## src/common/ampc_pkg.sv

```systemverilog
// constants, types and field layout of the audio mux panel control block
package ampc_pkg;

  // -----------------------------------------------------------------
  // register offsets (byte addresses, one word each)
  // -----------------------------------------------------------------
  localparam logic [7:0] AMPC_OFS_CTRL = 8'h00;   // behaviour, source, group, refs
  localparam logic [7:0] AMPC_OFS_STATUS = 8'h04; // presence and editor state
  localparam logic [7:0] AMPC_OFS_GAIN0 = 8'h08;  // gain of channel 0, then +4 each
  localparam logic [7:0] AMPC_OFS_ROUTE = 8'h18;  // 4x4 routing matrix
  localparam logic [7:0] AMPC_OFS_MISC = 8'h1c;   // invert and tie bits

  // -----------------------------------------------------------------
  // control word field positions
  // -----------------------------------------------------------------
  localparam int AMPC_CTRL_MUX = 0;       // [1:0] behaviour
  localparam int AMPC_CTRL_SRC = 2;       // [3:2] audio source
  localparam int AMPC_CTRL_GRP = 4;       // [5:4] group
  localparam int AMPC_CTRL_DREF = 6;      // 1 = -18 dBFS, 0 = -20 dBFS
  localparam int AMPC_CTRL_AREF = 7;      // 1 = +4 dBu, 0 = -10 dBu
  localparam int AMPC_CTRL_HEAD = 8;      // [10:8] headroom code
  localparam int AMPC_CTRL_STRIP = 11;    // strip embedded audio and EDH
  localparam int AMPC_GAIN_DEFAULT = 8;   // gain word: write 1 for unity
  localparam int AMPC_MISC_TIE = 4;       // [5:4] tie per pair

  // -----------------------------------------------------------------
  // reset values and limits
  // -----------------------------------------------------------------
  localparam logic [11:0] AMPC_CTRL_RST = 12'h000;
  localparam logic signed [7:0] AMPC_GAIN_UNITY = 8'sh00;
  localparam logic signed [7:0] AMPC_GAIN_MIN = -8'sd70;
  localparam logic signed [7:0] AMPC_GAIN_MAX = 8'sd12;
  localparam logic [15:0] AMPC_ROUTE_RST = 16'h8421; // input n to output n
  localparam logic [2:0] AMPC_HEAD_MAX = 3'h5;        // codes 0..5

  // -----------------------------------------------------------------
  // timing
  // -----------------------------------------------------------------
  localparam int AMPC_CLK_HZ = 10_000_000;
  localparam int AMPC_COMMIT_S = 15;     // seconds before commit
  localparam int AMPC_COMMIT_CYC = AMPC_COMMIT_S * AMPC_CLK_HZ;
  localparam int AMPC_BLINK_MS = 250;    // half period of edit blink
  localparam int AMPC_BLINK_CYC = AMPC_BLINK_MS * (AMPC_CLK_HZ / 1000);

  // -----------------------------------------------------------------
  // enumerations
  // -----------------------------------------------------------------
  typedef enum logic [1:0] {
    AMPC_MUX_DEMUX = 2'h0, AMPC_MUX_REPLACE = 2'h1, AMPC_MUX_CASCADE = 2'h2
  } ampc_mux_t;
  typedef enum logic [1:0] {
    AMPC_SRC_AES = 2'h0, AMPC_SRC_ANLG_LO = 2'h1, AMPC_SRC_ANLG_PRO = 2'h2
  } ampc_src_t;
  typedef enum logic [1:0] {
    AMPC_PRES_NONE = 2'h0, AMPC_PRES_525 = 2'h1, AMPC_PRES_625 = 2'h2
  } ampc_pres_t;
  typedef enum logic [1:0] {
    AMPC_AES_NONE = 2'h0, AMPC_AES_AUDIO = 2'h1, AMPC_AES_DATA = 2'h2, AMPC_AES_OUT = 2'h3
  } ampc_aes_t;
  typedef enum logic [1:0] {
    AMPC_LED_OFF = 2'h0, AMPC_LED_GREEN = 2'h1, AMPC_LED_ORANGE = 2'h2, AMPC_LED_RED = 2'h3
  } ampc_led_t;
  typedef enum logic [2:0] {
    AMPC_ED_IDLE = 3'h0, AMPC_ED_MUX = 3'h1, AMPC_ED_SRC = 3'h2,
    AMPC_ED_GRP = 3'h3, AMPC_ED_GAIN12 = 3'h4, AMPC_ED_GAIN34 = 3'h5
  } ampc_ed_t;

  // -----------------------------------------------------------------
  // carriers
  // -----------------------------------------------------------------
  typedef struct packed {
    logic above_m20;      // above -20 VU
    logic above_0;        // above 0 VU
    logic [3:0] peak_db;  // peak dB below clipping, saturating
  } ampc_meter_t;

  typedef struct packed {
    logic in_green;
    logic [2:0] mux_green;   // demux, replace, cascade
    logic [2:0] src_green;   // aes, analog -10, analog +4
    logic [1:0] grp_num;     // group shown
    ampc_led_t grp_led;
    ampc_led_t [1:0] vu_led; // per channel pair
    ampc_led_t [1:0] gain_led;
  } ampc_panel_t;

  typedef struct packed {
    logic [1:0] mux;
    logic [1:0] src;
    logic [1:0] grp;
    logic [3:0][7:0] gain;
  } ampc_nv_t;

endpackage

```

## src/rtl/ampc_ctrl.sv

```systemverilog
// control, status, panel and mixer settings of the audio mux
//
// The Wishbone slave port and the register offsets were left to the implementer.
`timescale 1ns/1ps
`default_nettype none
module ampc_ctrl #(
  parameter int COMMIT_CYC = ampc_pkg::AMPC_COMMIT_CYC, // commit delay
  parameter int BLINK_CYC = ampc_pkg::AMPC_BLINK_CYC    // blink half period
) (
  // clock and reset
  input wire logic clk_i,
  input wire logic rst_i,
  // classic wishbone slave
  input wire logic wb_cyc_i,
  input wire logic wb_stb_i,
  input wire logic wb_we_i,
  input wire logic [7:0] wb_adr_i,
  input wire logic [31:0] wb_dat_i,
  input wire logic [3:0] wb_sel_i,
  output logic wb_ack_o,
  output logic [31:0] wb_dat_o,
  // front panel buttons (pins)
  input wire logic btn_mode_i,
  input wire logic btn_right_i,
  input wire logic btn_left_i,
  // video and audio port status (pins)
  input wire logic sdi_valid_i,
  input wire logic sdi_625_i,
  input wire logic [3:0] grp_present_i,
  input wire logic [1:0] aes12_stat_i,
  input wire logic [1:0] aes34_stat_i,
  // meters from the audio path (same clock)
  input wire ampc_pkg::ampc_meter_t [3:0] meter_i,
  // nonvolatile store (same clock)
  input wire logic nv_restore_i,
  input wire ampc_pkg::ampc_nv_t nv_rdata_i,
  output logic nv_write_o,
  output ampc_pkg::ampc_nv_t nv_wdata_o,
  // panel indicators
  output ampc_pkg::ampc_panel_t panel_o,
  // settings to the audio path
  output ampc_pkg::ampc_mux_t mux_o,
  output ampc_pkg::ampc_src_t src_o,
  output logic src_active_o,
  output logic [1:0] grp_o,
  output logic strip_o,
  output logic dref_18_o,
  output logic aref_4_o,
  output logic meter_ref_pro_o,
  output logic [3:0][7:0] gain_o,
  output logic [3:0][3:0] route_o,
  output logic [3:0] invert_o
);
  import ampc_pkg::*;

  // -----------------------------------------------------------------
  // pin synchronisers
  // -----------------------------------------------------------------
  localparam int NSYNC = 14;
  logic [NSYNC-1:0] raw; // pins gathered
  logic [NSYNC-1:0] s1_r; // first stage, read by s2_r only
  logic [NSYNC-1:0] s2_r; // safe copies
  logic [2:0] btn_q_r; // previous button levels
  assign raw = {btn_mode_i, btn_right_i, btn_left_i, sdi_valid_i, sdi_625_i,
                grp_present_i, aes12_stat_i, aes34_stat_i, 1'b0};

  // two flops per pin
  always_ff @(posedge clk_i) begin
    if (rst_i) begin
      s1_r <= '0;
      s2_r <= '0;
    end else begin
      s1_r <= raw;
      s2_r <= s1_r;
    end
  end

  logic b_mode, b_right, b_left, in_valid, in_625;
  logic [3:0] grp_pres;
  logic [1:0] aes12, aes34;
  assign {b_mode, b_right, b_left, in_valid, in_625} = s2_r[13:9];
  assign grp_pres = s2_r[8:5];
  assign aes12 = s2_r[4:3];
  assign aes34 = s2_r[2:1];

  // rising edges only; buttons are assumed debounced outside
  always_ff @(posedge clk_i) begin
    if (rst_i) btn_q_r <= '0;
    else btn_q_r <= {b_mode, b_right, b_left};
  end
  logic mode_p, right_p, left_p;
  assign mode_p = b_mode & ~btn_q_r[2];
  assign right_p = b_right & ~btn_q_r[1];
  assign left_p = b_left & ~btn_q_r[0];

  // -----------------------------------------------------------------
  // wishbone strobes
  // -----------------------------------------------------------------
  logic ack_r; // answer one cycle after request
  logic bus_req, bus_wr;
  assign bus_req = wb_cyc_i & wb_stb_i & ~ack_r;
  assign bus_wr = bus_req & wb_we_i;
  logic wr_ctrl, wr_route, wr_misc;
  assign wr_ctrl = bus_wr && wb_adr_i == AMPC_OFS_CTRL;
  assign wr_route = bus_wr && wb_adr_i == AMPC_OFS_ROUTE;
  assign wr_misc = bus_wr && wb_adr_i == AMPC_OFS_MISC && wb_sel_i[0];

  // -----------------------------------------------------------------
  // editor state machine
  // -----------------------------------------------------------------
  ampc_ed_t ed_r; // current panel section
  always_ff @(posedge clk_i) begin
    if (rst_i) ed_r <= AMPC_ED_IDLE;
    else if (mode_p) begin
      case (ed_r)
        AMPC_ED_IDLE: ed_r <= AMPC_ED_MUX;
        AMPC_ED_MUX: ed_r <= AMPC_ED_SRC;
        AMPC_ED_SRC: ed_r <= AMPC_ED_GRP;
        AMPC_ED_GRP: ed_r <= AMPC_ED_GAIN12;
        AMPC_ED_GAIN12: ed_r <= AMPC_ED_GAIN34;
        AMPC_ED_GAIN34: ed_r <= AMPC_ED_IDLE; // leaves edit mode
        default: ed_r <= AMPC_ED_IDLE;
      endcase
    end
  end

  // arrow press acts only inside a section
  logic arrow_p, edit_p;
  assign arrow_p = right_p | left_p;
  assign edit_p = arrow_p && ed_r != AMPC_ED_IDLE;

  // step a choice value up or down without wrapping
  function automatic logic [1:0] step2(input logic [1:0] v, input logic [1:0] top, input logic up);
    if (up) return (v < top) ? v + 2'h1 : v;
    return (v != 2'h0) ? v - 2'h1 : v;
  endfunction

  // step a gain by one dB, clamped to the legal range
  function automatic logic [7:0] gstep(input logic [7:0] g, input logic up);
    if (up) return ($signed(g) < AMPC_GAIN_MAX) ? g + 8'h01 : g;
    return ($signed(g) > AMPC_GAIN_MIN) ? g - 8'h01 : g;
  endfunction

  // clamp a written gain into range
  function automatic logic [7:0] gclamp(input logic [7:0] g);
    if ($signed(g) > AMPC_GAIN_MAX) return AMPC_GAIN_MAX;
    if ($signed(g) < AMPC_GAIN_MIN) return AMPC_GAIN_MIN;
    return g;
  endfunction

  // -----------------------------------------------------------------
  // configuration register
  // -----------------------------------------------------------------
  logic [1:0] mux_r, src_r, grp_r;
  logic dref_r, aref_r, strip_r;
  logic [2:0] head_r;
  always_ff @(posedge clk_i) begin
    if (rst_i) begin
      {strip_r, head_r, aref_r, dref_r, grp_r, src_r, mux_r} <= AMPC_CTRL_RST;
    end else if (nv_restore_i) begin
      mux_r <= nv_rdata_i.mux;
      src_r <= nv_rdata_i.src;
      grp_r <= nv_rdata_i.grp;
    end else if (edit_p) begin
      case (ed_r)
        AMPC_ED_MUX: mux_r <= step2(mux_r, AMPC_MUX_CASCADE, right_p);
        AMPC_ED_SRC: src_r <= step2(src_r, AMPC_SRC_ANLG_PRO, right_p);
        AMPC_ED_GRP: grp_r <= step2(grp_r, 2'h3, right_p);
        default: ;
      endcase
    end else if (wr_ctrl) begin
      if (wb_sel_i[0]) begin
        // illegal behaviour and source codes are ignored
        if (wb_dat_i[AMPC_CTRL_MUX +: 2] != 2'h3) mux_r <= wb_dat_i[AMPC_CTRL_MUX +: 2];
        if (wb_dat_i[AMPC_CTRL_SRC +: 2] != 2'h3) src_r <= wb_dat_i[AMPC_CTRL_SRC +: 2];
        grp_r <= wb_dat_i[AMPC_CTRL_GRP +: 2];
        dref_r <= wb_dat_i[AMPC_CTRL_DREF];
        aref_r <= wb_dat_i[AMPC_CTRL_AREF];
      end
      if (wb_sel_i[1]) begin
        if (wb_dat_i[AMPC_CTRL_HEAD +: 3] <= AMPC_HEAD_MAX) head_r <= wb_dat_i[AMPC_CTRL_HEAD +: 3];
        strip_r <= wb_dat_i[AMPC_CTRL_STRIP];
      end
    end
  end

  // -----------------------------------------------------------------
  // gains, routing, invert, tie
  // -----------------------------------------------------------------
  logic [3:0][7:0] gain_r;
  logic [3:0][3:0] route_r;
  logic [3:0] inv_r;
  logic [1:0] tie_r;

  genvar gc;
  generate
    for (gc = 0; gc < 4; gc++) begin : g_ch
      localparam int MATE = gc ^ 1; // other channel of the pair
      localparam int PAIR = gc / 2;
      logic my_wr, mate_wr, pan_hit;
      logic [7:0] wval, mval;
      logic signed [9:0] msum; // this channel's gain after the mate's move, before clamping
      assign my_wr = bus_wr && wb_adr_i == AMPC_OFS_GAIN0 + 8'(4 * gc);
      assign mate_wr = bus_wr && wb_adr_i == AMPC_OFS_GAIN0 + 8'(4 * MATE) && tie_r[PAIR];
      assign wval = wb_dat_i[AMPC_GAIN_DEFAULT] ? AMPC_GAIN_UNITY : gclamp(wb_dat_i[7:0]);
      assign pan_hit = edit_p && ed_r == (PAIR == 0 ? AMPC_ED_GAIN12 : AMPC_ED_GAIN34);
      // tied change on the mate moves this channel by the same amount;
      // summed two bits wider so a large step cannot wrap before clamping
      assign msum = $signed({{2{gain_r[gc][7]}}, gain_r[gc]}) + $signed({{2{wval[7]}}, wval})
                    - $signed({{2{gain_r[MATE][7]}}, gain_r[MATE]});
      assign mval = (msum > AMPC_GAIN_MAX) ? AMPC_GAIN_MAX
                    : (msum < AMPC_GAIN_MIN) ? AMPC_GAIN_MIN : msum[7:0];
      always_ff @(posedge clk_i) begin
        if (rst_i) gain_r[gc] <= AMPC_GAIN_UNITY;
        else if (nv_restore_i) gain_r[gc] <= nv_rdata_i.gain[gc];
        else if (pan_hit) gain_r[gc] <= gstep(gain_r[gc], right_p);
        else if (my_wr && (wb_sel_i[0] || wb_sel_i[1])) gain_r[gc] <= wval;
        else if (mate_wr && (wb_sel_i[0] || wb_sel_i[1])) gain_r[gc] <= mval;
      end
    end
  endgenerate

  // routing matrix: nibble n holds outputs fed by input n
  always_ff @(posedge clk_i) begin
    if (rst_i) route_r <= AMPC_ROUTE_RST;
    else if (wr_route && (wb_sel_i[0] || wb_sel_i[1])) route_r <= wb_dat_i[15:0];
  end

  // polarity and tie switches
  always_ff @(posedge clk_i) begin
    if (rst_i) begin
      inv_r <= '0;
      tie_r <= '0;
    end else if (wr_misc) begin
      inv_r <= wb_dat_i[3:0];
      tie_r <= wb_dat_i[AMPC_MISC_TIE +: 2];
    end
  end

  // -----------------------------------------------------------------
  // commit timer and blink
  // -----------------------------------------------------------------
  logic pend_r; // edit waiting for commit
  logic [2:0] pend_sec_r; // which indicator blinks
  logic [31:0] cnt_r; // cycles since last edit
  logic commit;
  assign commit = pend_r && cnt_r == 32'(COMMIT_CYC - 1);

  // each edit restarts the wait; reset discards an uncommitted edit
  always_ff @(posedge clk_i) begin
    if (rst_i) begin
      pend_r <= 1'b0;
      pend_sec_r <= AMPC_ED_IDLE;
      cnt_r <= '0;
    end else if (edit_p) begin
      pend_r <= 1'b1;
      pend_sec_r <= ed_r;
      cnt_r <= '0;
    end else if (commit) begin
      pend_r <= 1'b0;
      cnt_r <= '0;
    end else if (pend_r) begin
      cnt_r <= cnt_r + 32'h1;
    end
  end

  // store pulse and snapshot of the panel-editable values
  always_ff @(posedge clk_i) begin
    if (rst_i) begin
      nv_write_o <= 1'b0;
      nv_wdata_o <= '0;
    end else begin
      nv_write_o <= commit;
      if (commit) nv_wdata_o <= '{mux: mux_r, src: src_r, grp: grp_r, gain: gain_r};
    end
  end

  // blink phase divider, free running
  logic [31:0] bl_cnt_r;
  logic blink_r;
  always_ff @(posedge clk_i) begin
    if (rst_i) begin
      bl_cnt_r <= '0;
      blink_r <= 1'b0;
    end else if (bl_cnt_r == 32'(BLINK_CYC - 1)) begin
      bl_cnt_r <= '0;
      blink_r <= ~blink_r;
    end else begin
      bl_cnt_r <= bl_cnt_r + 32'h1;
    end
  end
  logic dark; // blanking phase of the edited indicator
  assign dark = pend_r & blink_r;

  // -----------------------------------------------------------------
  // level indicators
  // -----------------------------------------------------------------
  logic [3:0] over_head; // peak within chosen headroom
  generate
    for (gc = 0; gc < 4; gc++) begin : g_peak
      assign over_head[gc] = {1'b0, meter_i[gc].peak_db} <= {1'b0, head_r, 1'b0};
    end
  endgenerate

  // color with red over orange over green
  function automatic ampc_led_t vu_color(input logic red, input logic o, input logic g);
    if (red) return AMPC_LED_RED;
    if (o) return AMPC_LED_ORANGE;
    if (g) return AMPC_LED_GREEN;
    return AMPC_LED_OFF;
  endfunction

  ampc_led_t [1:0] vu_c, gain_c;
  generate
    for (gc = 0; gc < 2; gc++) begin : g_pair
      assign vu_c[gc] = vu_color(|over_head[2*gc +: 2],
                                 meter_i[2*gc].above_0 | meter_i[2*gc+1].above_0,
                                 meter_i[2*gc].above_m20 | meter_i[2*gc+1].above_m20);
      assign gain_c[gc] = (gain_r[2*gc] != AMPC_GAIN_UNITY || gain_r[2*gc+1] != AMPC_GAIN_UNITY)
                          ? AMPC_LED_RED : AMPC_LED_OFF;
    end
  endgenerate

  // -----------------------------------------------------------------
  // panel register
  // -----------------------------------------------------------------
  logic embed;
  assign embed = mux_r != AMPC_MUX_DEMUX;
  always_ff @(posedge clk_i) begin
    if (rst_i) panel_o <= '0;
    else begin
      panel_o.in_green <= in_valid;
      panel_o.mux_green <= (dark && pend_sec_r == AMPC_ED_MUX) ? 3'h0 : 3'(3'h1 << mux_r);
      panel_o.src_green <= (dark && pend_sec_r == AMPC_ED_SRC) ? 3'h0 : 3'(3'h1 << src_r);
      panel_o.grp_num <= grp_r;
      panel_o.grp_led <= (dark && pend_sec_r == AMPC_ED_GRP) ? AMPC_LED_OFF
                         : grp_pres[grp_r] ? AMPC_LED_GREEN : AMPC_LED_RED;
      panel_o.vu_led <= vu_c;
      panel_o.gain_led[0] <= (dark && pend_sec_r == AMPC_ED_GAIN12) ? AMPC_LED_OFF : gain_c[0];
      panel_o.gain_led[1] <= (dark && pend_sec_r == AMPC_ED_GAIN34) ? AMPC_LED_OFF : gain_c[1];
    end
  end

  // -----------------------------------------------------------------
  // settings to the audio path
  // -----------------------------------------------------------------
  assign mux_o = ampc_mux_t'(mux_r);
  assign src_o = ampc_src_t'(src_r);
  assign src_active_o = embed;
  assign grp_o = grp_r;
  assign strip_o = strip_r;
  assign dref_18_o = dref_r;
  assign aref_4_o = aref_r;
  // meter reference: analog level when analog is the source and the mux is not in demux, else digital
  assign meter_ref_pro_o = (embed && src_r != AMPC_SRC_AES) ? aref_r : dref_r;
  assign gain_o = gain_r;
  assign route_o = route_r;
  assign invert_o = inv_r;

  // -----------------------------------------------------------------
  // read mux and ack
  // -----------------------------------------------------------------
  ampc_pres_t pres;
  assign pres = !in_valid ? AMPC_PRES_NONE : in_625 ? AMPC_PRES_625 : AMPC_PRES_525;
  logic [31:0] rd_nxt;
  always_comb begin
    rd_nxt = 32'h0; // unmapped reads give zero
    case (wb_adr_i)
      AMPC_OFS_CTRL: rd_nxt = {20'h0, strip_r, head_r, aref_r, dref_r, grp_r, src_r, mux_r};
      AMPC_OFS_STATUS: rd_nxt = {16'h0, 4'h0, embed, pend_r, ed_r, grp_pres[grp_r],
                                 aes34, aes12, pres};
      AMPC_OFS_ROUTE: rd_nxt = {16'h0, route_r};
      AMPC_OFS_MISC: rd_nxt = {26'h0, tie_r, inv_r};
      default: begin
        for (int i = 0; i < 4; i++) begin
          if (wb_adr_i == AMPC_OFS_GAIN0 + 8'(4 * i)) rd_nxt = {24'h0, gain_r[i]};
        end
      end
    endcase
  end

  // single cycle answer, dropped in the following cycle
  always_ff @(posedge clk_i) begin
    if (rst_i) begin
      ack_r <= 1'b0;
      wb_dat_o <= '0;
    end else begin
      ack_r <= bus_req;
      if (bus_req && !wb_we_i) wb_dat_o <= rd_nxt;
    end
  end
  assign wb_ack_o = ack_r;
endmodule
`default_nettype wire
```

## config.mk

```make
export PLATFORM = sky130hd
export DESIGN_NAME = ampc_ctrl
export DESIGN_NICKNAME = d
export VERILOG_FILES = /design/src/common/ampc_pkg.sv /design/src/rtl/ampc_ctrl.sv
export SDC_FILE = /design/constraint.sdc
export NUM_CORES = 1
export LEC_CHECK = 0
export ABC_CLOCK_PERIOD_IN_PS = 9600
export BUFFER_PORTS_ARGS = -buffer_cell sky130_fd_sc_hd__buf_4
export CORE_ASPECT_RATIO = 1.25
export CORE_MARGIN = 4
export CORE_UTILIZATION = 45
export CTS_CLUSTER_DIAMETER = 200
export DETAILED_ROUTE_END_ITERATION = 6
export PLACE_DENSITY = 0.67
export SYNTH_ARGS = -nofsm -noshare
export SYNTH_HDL_FRONTEND = slang
export SYNTH_SLANG_ARGS = --single-unit
```

## constraint.sdc

```tcl
create_clock -name clk_i -period 9.6 [get_ports clk_i]
set_input_delay 2.4 -clock clk_i [delete_from_list [all_inputs] [get_ports clk_i]]
set_output_delay 2.4 -clock clk_i [all_outputs]
set_load 0.03 [all_outputs]
```

; ---- Yosys cells after proc, flatten, opt, wreduce, memory -nomap -nowiden
; Cells that the tools add are included.
[word_totals]
reg_bits = 260
word_cells = 366
[classes]
add_sub_neg = 24
n_lt_le_gt_ge = 27
eq_ne = 38
shifts = 2
n_mux = 136
bitwise = 19
n_reduce_logical = 74
[op_table]
columns = operator, n
row1 = 8-bit two-way mux, 47
row2 = 32-bit case mux with 4 select lines, 1
row3 = 2-bit two-way mux, 46
row4 = "32-bit by 1-bit adder with 32-bit output, second input constant", 2
row5 = 32-bit two-way mux, 2
row6 = "10-bit by 5-bit > comparator with 1-bit output, second input constant", 4
row7 = "10-bit by 8-bit less-than comparator with 1-bit output, second input constant", 4
row8 = 9-bit by 8-bit subtractor with 10-bit output, 4
row9 = 1-bit two-way mux, 38
row10 = 8-bit by 8-bit adder with 9-bit output, 4
row11 = "8-bit by 1-bit adder with 8-bit output, second input constant", 4
row12 = "32-bit by 22-bit == test with 1-bit output, second input constant", 1
row13 = "32-bit by 28-bit == test with 1-bit output, second input constant", 1
row14 = "8-bit by 5-bit == test with 1-bit output, second input constant", 4
row15 = "8-bit > comparator, second input constant", 4
row16 = 1-bit logical AND, 32
row17 = "8-bit by 5-bit less-than comparator with 1-bit output, second input constant", 4
row18 = 8-bit nonzero test, 4
row19 = "8-bit by 1-bit subtractor with 8-bit output, second input constant", 4
row20 = "4-bit by 2-bit inequality test with 1-bit output, second input constant", 7
row21 = "5-bit inequality test, second input constant", 5
row22 = "8-bit by 4-bit == test with 1-bit output, second input constant", 2
row23 = 4-bit less-or-equal comparator, 4
row24 = 4-bit nonzero test, 4
row25 = other kinds (32), 88

; ---- Logic depth before layout (Yosys ltp)
[depth]
ltp_word = 15
mapped_depth = 18
ltp_nobuf = 17

; ---- Least setup slack after synthesis
; OpenSTA, ideal clock, no wires.
[synth_path]
kind = input to register
start = input wb_dat_i[1]
end = register gain_r, in the netlist gain_o[6]
arrival_time_ps = 6461
required_time_ps = 9512
setup_slack_ps = 3051
cell_stages = 16
n_path_buf = 0
path_cell_list = o2111a_1 > o21ai_0 > ha_1 > nor4b_1 > inv_1 > ha_1 > inv_1 > ha_1 > fa_1 > a21oi_1 > o21ai_0 > a211oi_1 > o211ai_1 > o32ai_1 > a31oi_1 > o32ai_2
[synth_between]
elab_chain_len = 15
elab_cells_between_ends = 19
cone_classes = 2 x add/sub / 4 x order compare / 13 x mux
[synth_lines]
columns = item, line
row1 = start: declaration, ampc_ctrl.sv:18  ; input wire logic [31:0] wb_dat_i,
row2 = 8-bit less-than comparator, ampc_ctrl.sv:147  ; if ($signed(g) < AMPC_GAIN_MIN) return AMPC_GAIN_MIN;
row3 = 1-bit two-way mux (2 in a row), ampc_ctrl.sv:147
row4 = 8-bit two-way mux, ampc_ctrl.sv:148  ; return g;
row5 = 8-bit two-way mux *, ampc_ctrl.sv:147
row6 = 8-bit two-way mux *, ampc_ctrl.sv:205  ; assign wval = wb_dat_i[AMPC_GAIN_DEFAULT] ? AMPC_GAIN_UNITY : gclamp(wb_dat_i[7:0]);
row7 = 8-bit by 8-bit adder with 9-bit output, ampc_ctrl.sv:209  ; assign msum = $signed({{2{gain_r[gc][7]}}, gain_r[gc]}) + $signed({{2{wval[7]}}, wval})
row8 = 9-bit by 8-bit subtractor with 10-bit output, ampc_ctrl.sv:210  ; - $signed({{2{gain_r[MATE][7]}}, gain_r[MATE]});
row9 = 10-bit by 8-bit less-than comparator with 1-bit output, ampc_ctrl.sv:212  ; : (msum < AMPC_GAIN_MIN) ? AMPC_GAIN_MIN : msum[7:0];
row10 = 8-bit two-way mux, ampc_ctrl.sv:212
row11 = 8-bit two-way mux, ampc_ctrl.sv:211  ; assign mval = (msum > AMPC_GAIN_MAX) ? AMPC_GAIN_MAX
row12 = 8-bit two-way mux, ampc_ctrl.sv:218  ; else if (mate_wr && (wb_sel_i[0] || wb_sel_i[1])) gain_r[gc] <= mval;
row13 = 8-bit two-way mux *, ampc_ctrl.sv:217  ; else if (my_wr && (wb_sel_i[0] || wb_sel_i[1])) gain_r[gc] <= wval;
row14 = 8-bit two-way mux *, ampc_ctrl.sv:216  ; else if (pan_hit) gain_r[gc] <= gstep(gain_r[gc], right_p);
row15 = 8-bit two-way mux *, ampc_ctrl.sv:215  ; else if (nv_restore_i) gain_r[gc] <= nv_rdata_i.gain[gc];
row16 = end signal: indexed assignment, ampc_ctrl.sv:215
row17 = end signal: indexed assignment, ampc_ctrl.sv:216
row18 = end signal: indexed assignment, ampc_ctrl.sv:217
row19 = end: declaration, ampc_ctrl.sv:190  ; logic [3:0][7:0] gain_r;
; Every way passes the cells marked *; elsewhere a longest branch is shown, timed or not. The select of a mux whose other input is x is not followed.
; A chain may end at the register's enable or synchronous reset.

; ---- Worst setup path in the final report
[layout_path]
start = input wb_dat_i[3]
end = register gain_r, in the netlist gain_o[6]
; Same word-level chain as after synthesis.

==> flow_summary.toml <==
[status]
status = "finished, final reports clean"

[synthesis]
ys_ff_latch = 240
ys_types = 92
synthArstFlopShare_pct = 0
synth_area_per_cell_sq_um = 8.19
yosysWarningCount = 0
ys.flop_type = "dfxtp_1"
syn_area_sq_um = 15400
synth-edff-count = 0
syn_inst = 1881
ys_seq_area_share_pct = 31.2

[drt]
vias = 15200
vias_per_cell = 6.02
first_pass_iters = 6
first_iter_violations = 1477
wl_per_cell_microns = 21.2
postRouteAntennaNets = 0
drc = 0
wl_mm = 53.5

[layout]
fin_cells = 2523
drive_gt1_share_pct = 16.8
final_cell_area_sq_um = 18500
nNetsFinal = 2323
area_growth_pct = 20.0
final_common_cell = "buf_4"
layout_common_cells = "buf_4 (264), dfxtp_1 (240), nand2_1 (208), nor2_1 (158), a21oi_1 (138)"
fillers = 3164

[sta]
finalSetupTns_ns = 0
drv_slew = 0
hold_viol = 0
finalHoldWorstSlack_ns = 0.439
setup_viol = 0
slew_headroom_pct = 19.7
fin_ws_ns = 2.64
fin_crit_sh_pct = 72.5
fmax_ghz = 0.144
rsz0062_at_grt = "false"
finalClockSkew_ns = 0.0193
min_period_ns = 6.96
worst_pin_slew_ns = 1.20

[power_and_ir_drop]
peakVddDrop_mv = 0.142
powerDensity_nw_per_um2 = 269
leakagePower_uw = 0.00753

[global_routing]
grt_pass1_wl_mm = 82.7
grt_overflow_total = 0
antenna_found_initial = 1
grt_pass1_vias = 14700
grt_usage_pct = 27.3
grt_start_max_net_pins = 74

[floorplanning]
initial_utilization_pct = 45.7
die-area_sq_um = 37300
die_x_microns = 174
core_area_sq_um = 33700
num_rows = 75
ios = 279
die_h_microns = 215

[placement]
gp_congestion = 0.921
hpwl_mm = 39.4
portBuffers = 244
pre_cts_ws_ns = 2.21
dpl.cell_count = 2477
dpl-instance-area_sq_um = 17500

[clock_tree]
clock_path_buffers = 3
cts_setup_buffers = 0
clk_transition_reported_paths_ns = 0.07
post_cts_resized = 0
clkLatencyLatePin_ns = 0.56
htreeDepth = 1
cts-root-buf = "clkbuf_16"
clkSinkCount = 240
cts_hold_buffers = 0
cts_tree = "yes"
numCtsBuffers = 25

[job]
drv_cap = 0

[setup_path]
critPathLaunchType = "input port"
critPathBufInv = 3
critical-path-top-delay-family = "compound AO/OA/AOI/OAI gates"
end_kind = "register"
crit_type = "input port to register"
cp_data_required_time_ns = 10.08
critPathMaxStageDelay_ns = 0.84
crit_path_max_fanout = 7
path_cells = "buf_4 > o2111a_1 > o21ai_0 > ha_1 > o21a_1 > inv_1 > fa_1 > inv_1 > fa_1 > a21oi_1 > o21ai_0 > a211oi_1 > o211ai_1 > o32ai_1 > a31oi_1 > o32ai_2"
cp_slowest_cell = "o32ai_1"
arrival_ns = 7.44

[worst_hold_path]
hp-class = "register to register"
metrics by stage:
step	total power [uW]	util (%)
2_1_floorplan	3110	-
3_3_place_gp	3750	52.0
3_5_place_dp	3780	52.0
4_1_cts	4950	54.9
5_1_grt	5300	54.9
6_report	4980	54.9
registers in the layout, summed over array words and instances, names as in the netlist, 16 cells and up:
register	flops
nv_wdata_o	38
panel_o	17
route_o	16
bl_cnt_r	32
wb_dat_o	16
gain_o	32
cnt_r	32
cell usage after synthesis, drive strengths merged, types with 10 or more instances:
master    n  area, sq um
a211oi   25          193
a21o     26          195
a21oi   138          691
a221oi   18          158
a222oi   13          130
a22oi    15          113
a311oi   10         93.8
a31oi    13         81.3
and3     13         81.3
buf      32          210
clkbuf   74          278
dfxtp   240         4800
fa       36          721
ha       81         1010
inv     132          495
mux2i    20          200
nand2   208          781
nand2b   15         93.8
nand3    54          270
nand4    21          131
nor2    162          616
nor2b    43          269
nor3     41          238
nor4     28          181
nor4b    11         96.3
o211ai   16          125
o21a     12         90.1
o21ai    77          393
o21bai   11         82.6
o311ai   11          104
or3      14         92.6
xnor2    58          508
xor2     47          412
routing by layer:
metal | routed length (microns) | share of wire, % | GRT usage (%) | vias to the layer above
met3 | 4540 | 8.5 | 4.89 | 187
li1 | - | - | - | 7102
met1 | 21500 | 40 | 35.1 | 7197
met5 | 0 | 0 | 0 | -
met4 | 2910 | 5.4 | 13.3 | 0
met2 | 24500 | 46 | 44.4 | 694
final timing paths:
kind | cells after the start | endpoint | from | slack, ns
worst max-delay path | 16 | gain_o[6]$_SDFFE_PP0P_ | wb_dat_i[3] | 2.64
worst min-delay path | 1 | s2_r[6]$_SDFF_PP0_ | s1_r[6]$_SDFF_PP0_ | 0.44
worst max register to register | 11 | gain_o[6]$_SDFFE_PP0P_ | gain_o[1]$_SDFFE_PP0P_ | 5.08
worst min register to register | 1 | s2_r[6]$_SDFF_PP0_ | s1_r[6]$_SDFF_PP0_ | 0.44
worst reg2reg max path, stage by stage (launching register included):
cell	delay, ns
dfxtp_1	0.72
inv_1	0.15
fa_1	0.55
inv_1	0.12
fa_1	0.50
a21oi_1	0.30
o21ai_0	0.16
a211oi_1	0.37
o211ai_1	0.15
o32ai_1	0.84
a31oi_1	0.29
o32ai_2	0.29
area by class of cell:
type	count	area, sq um	area share (%)
repair buffers	264	1980	10.7
clock buffers	31	708	3.83
diodes	1	2.50	0.0135
inverters	132	495	2.68
clock inverters	14	277	1.50
flip-flops and latches	240	4800	26.0
well taps	423	529	2.86
multi-input cells	1418	9690	52.4
power breakdown:
part / switching (uW) / internal (uW)
sequential: 191 / 1050
clock: 439 / 717
combinational: 1550 / 1040
cells by family after synthesis:
group / Yosys count / share of synthesized area [%]
flops: 240 / 31.2
buf+inv: 238 / 6.38
fa+ha+maj: 117 / 11.3
other cells: 1 / 0.0243
compound gates: 494 / 22.5
simple gates: 663 / 21.1
xor+xnor: 105 / 5.97
mux: 23 / 1.59
Note: power is estimated with default switching activity, not from simulation.
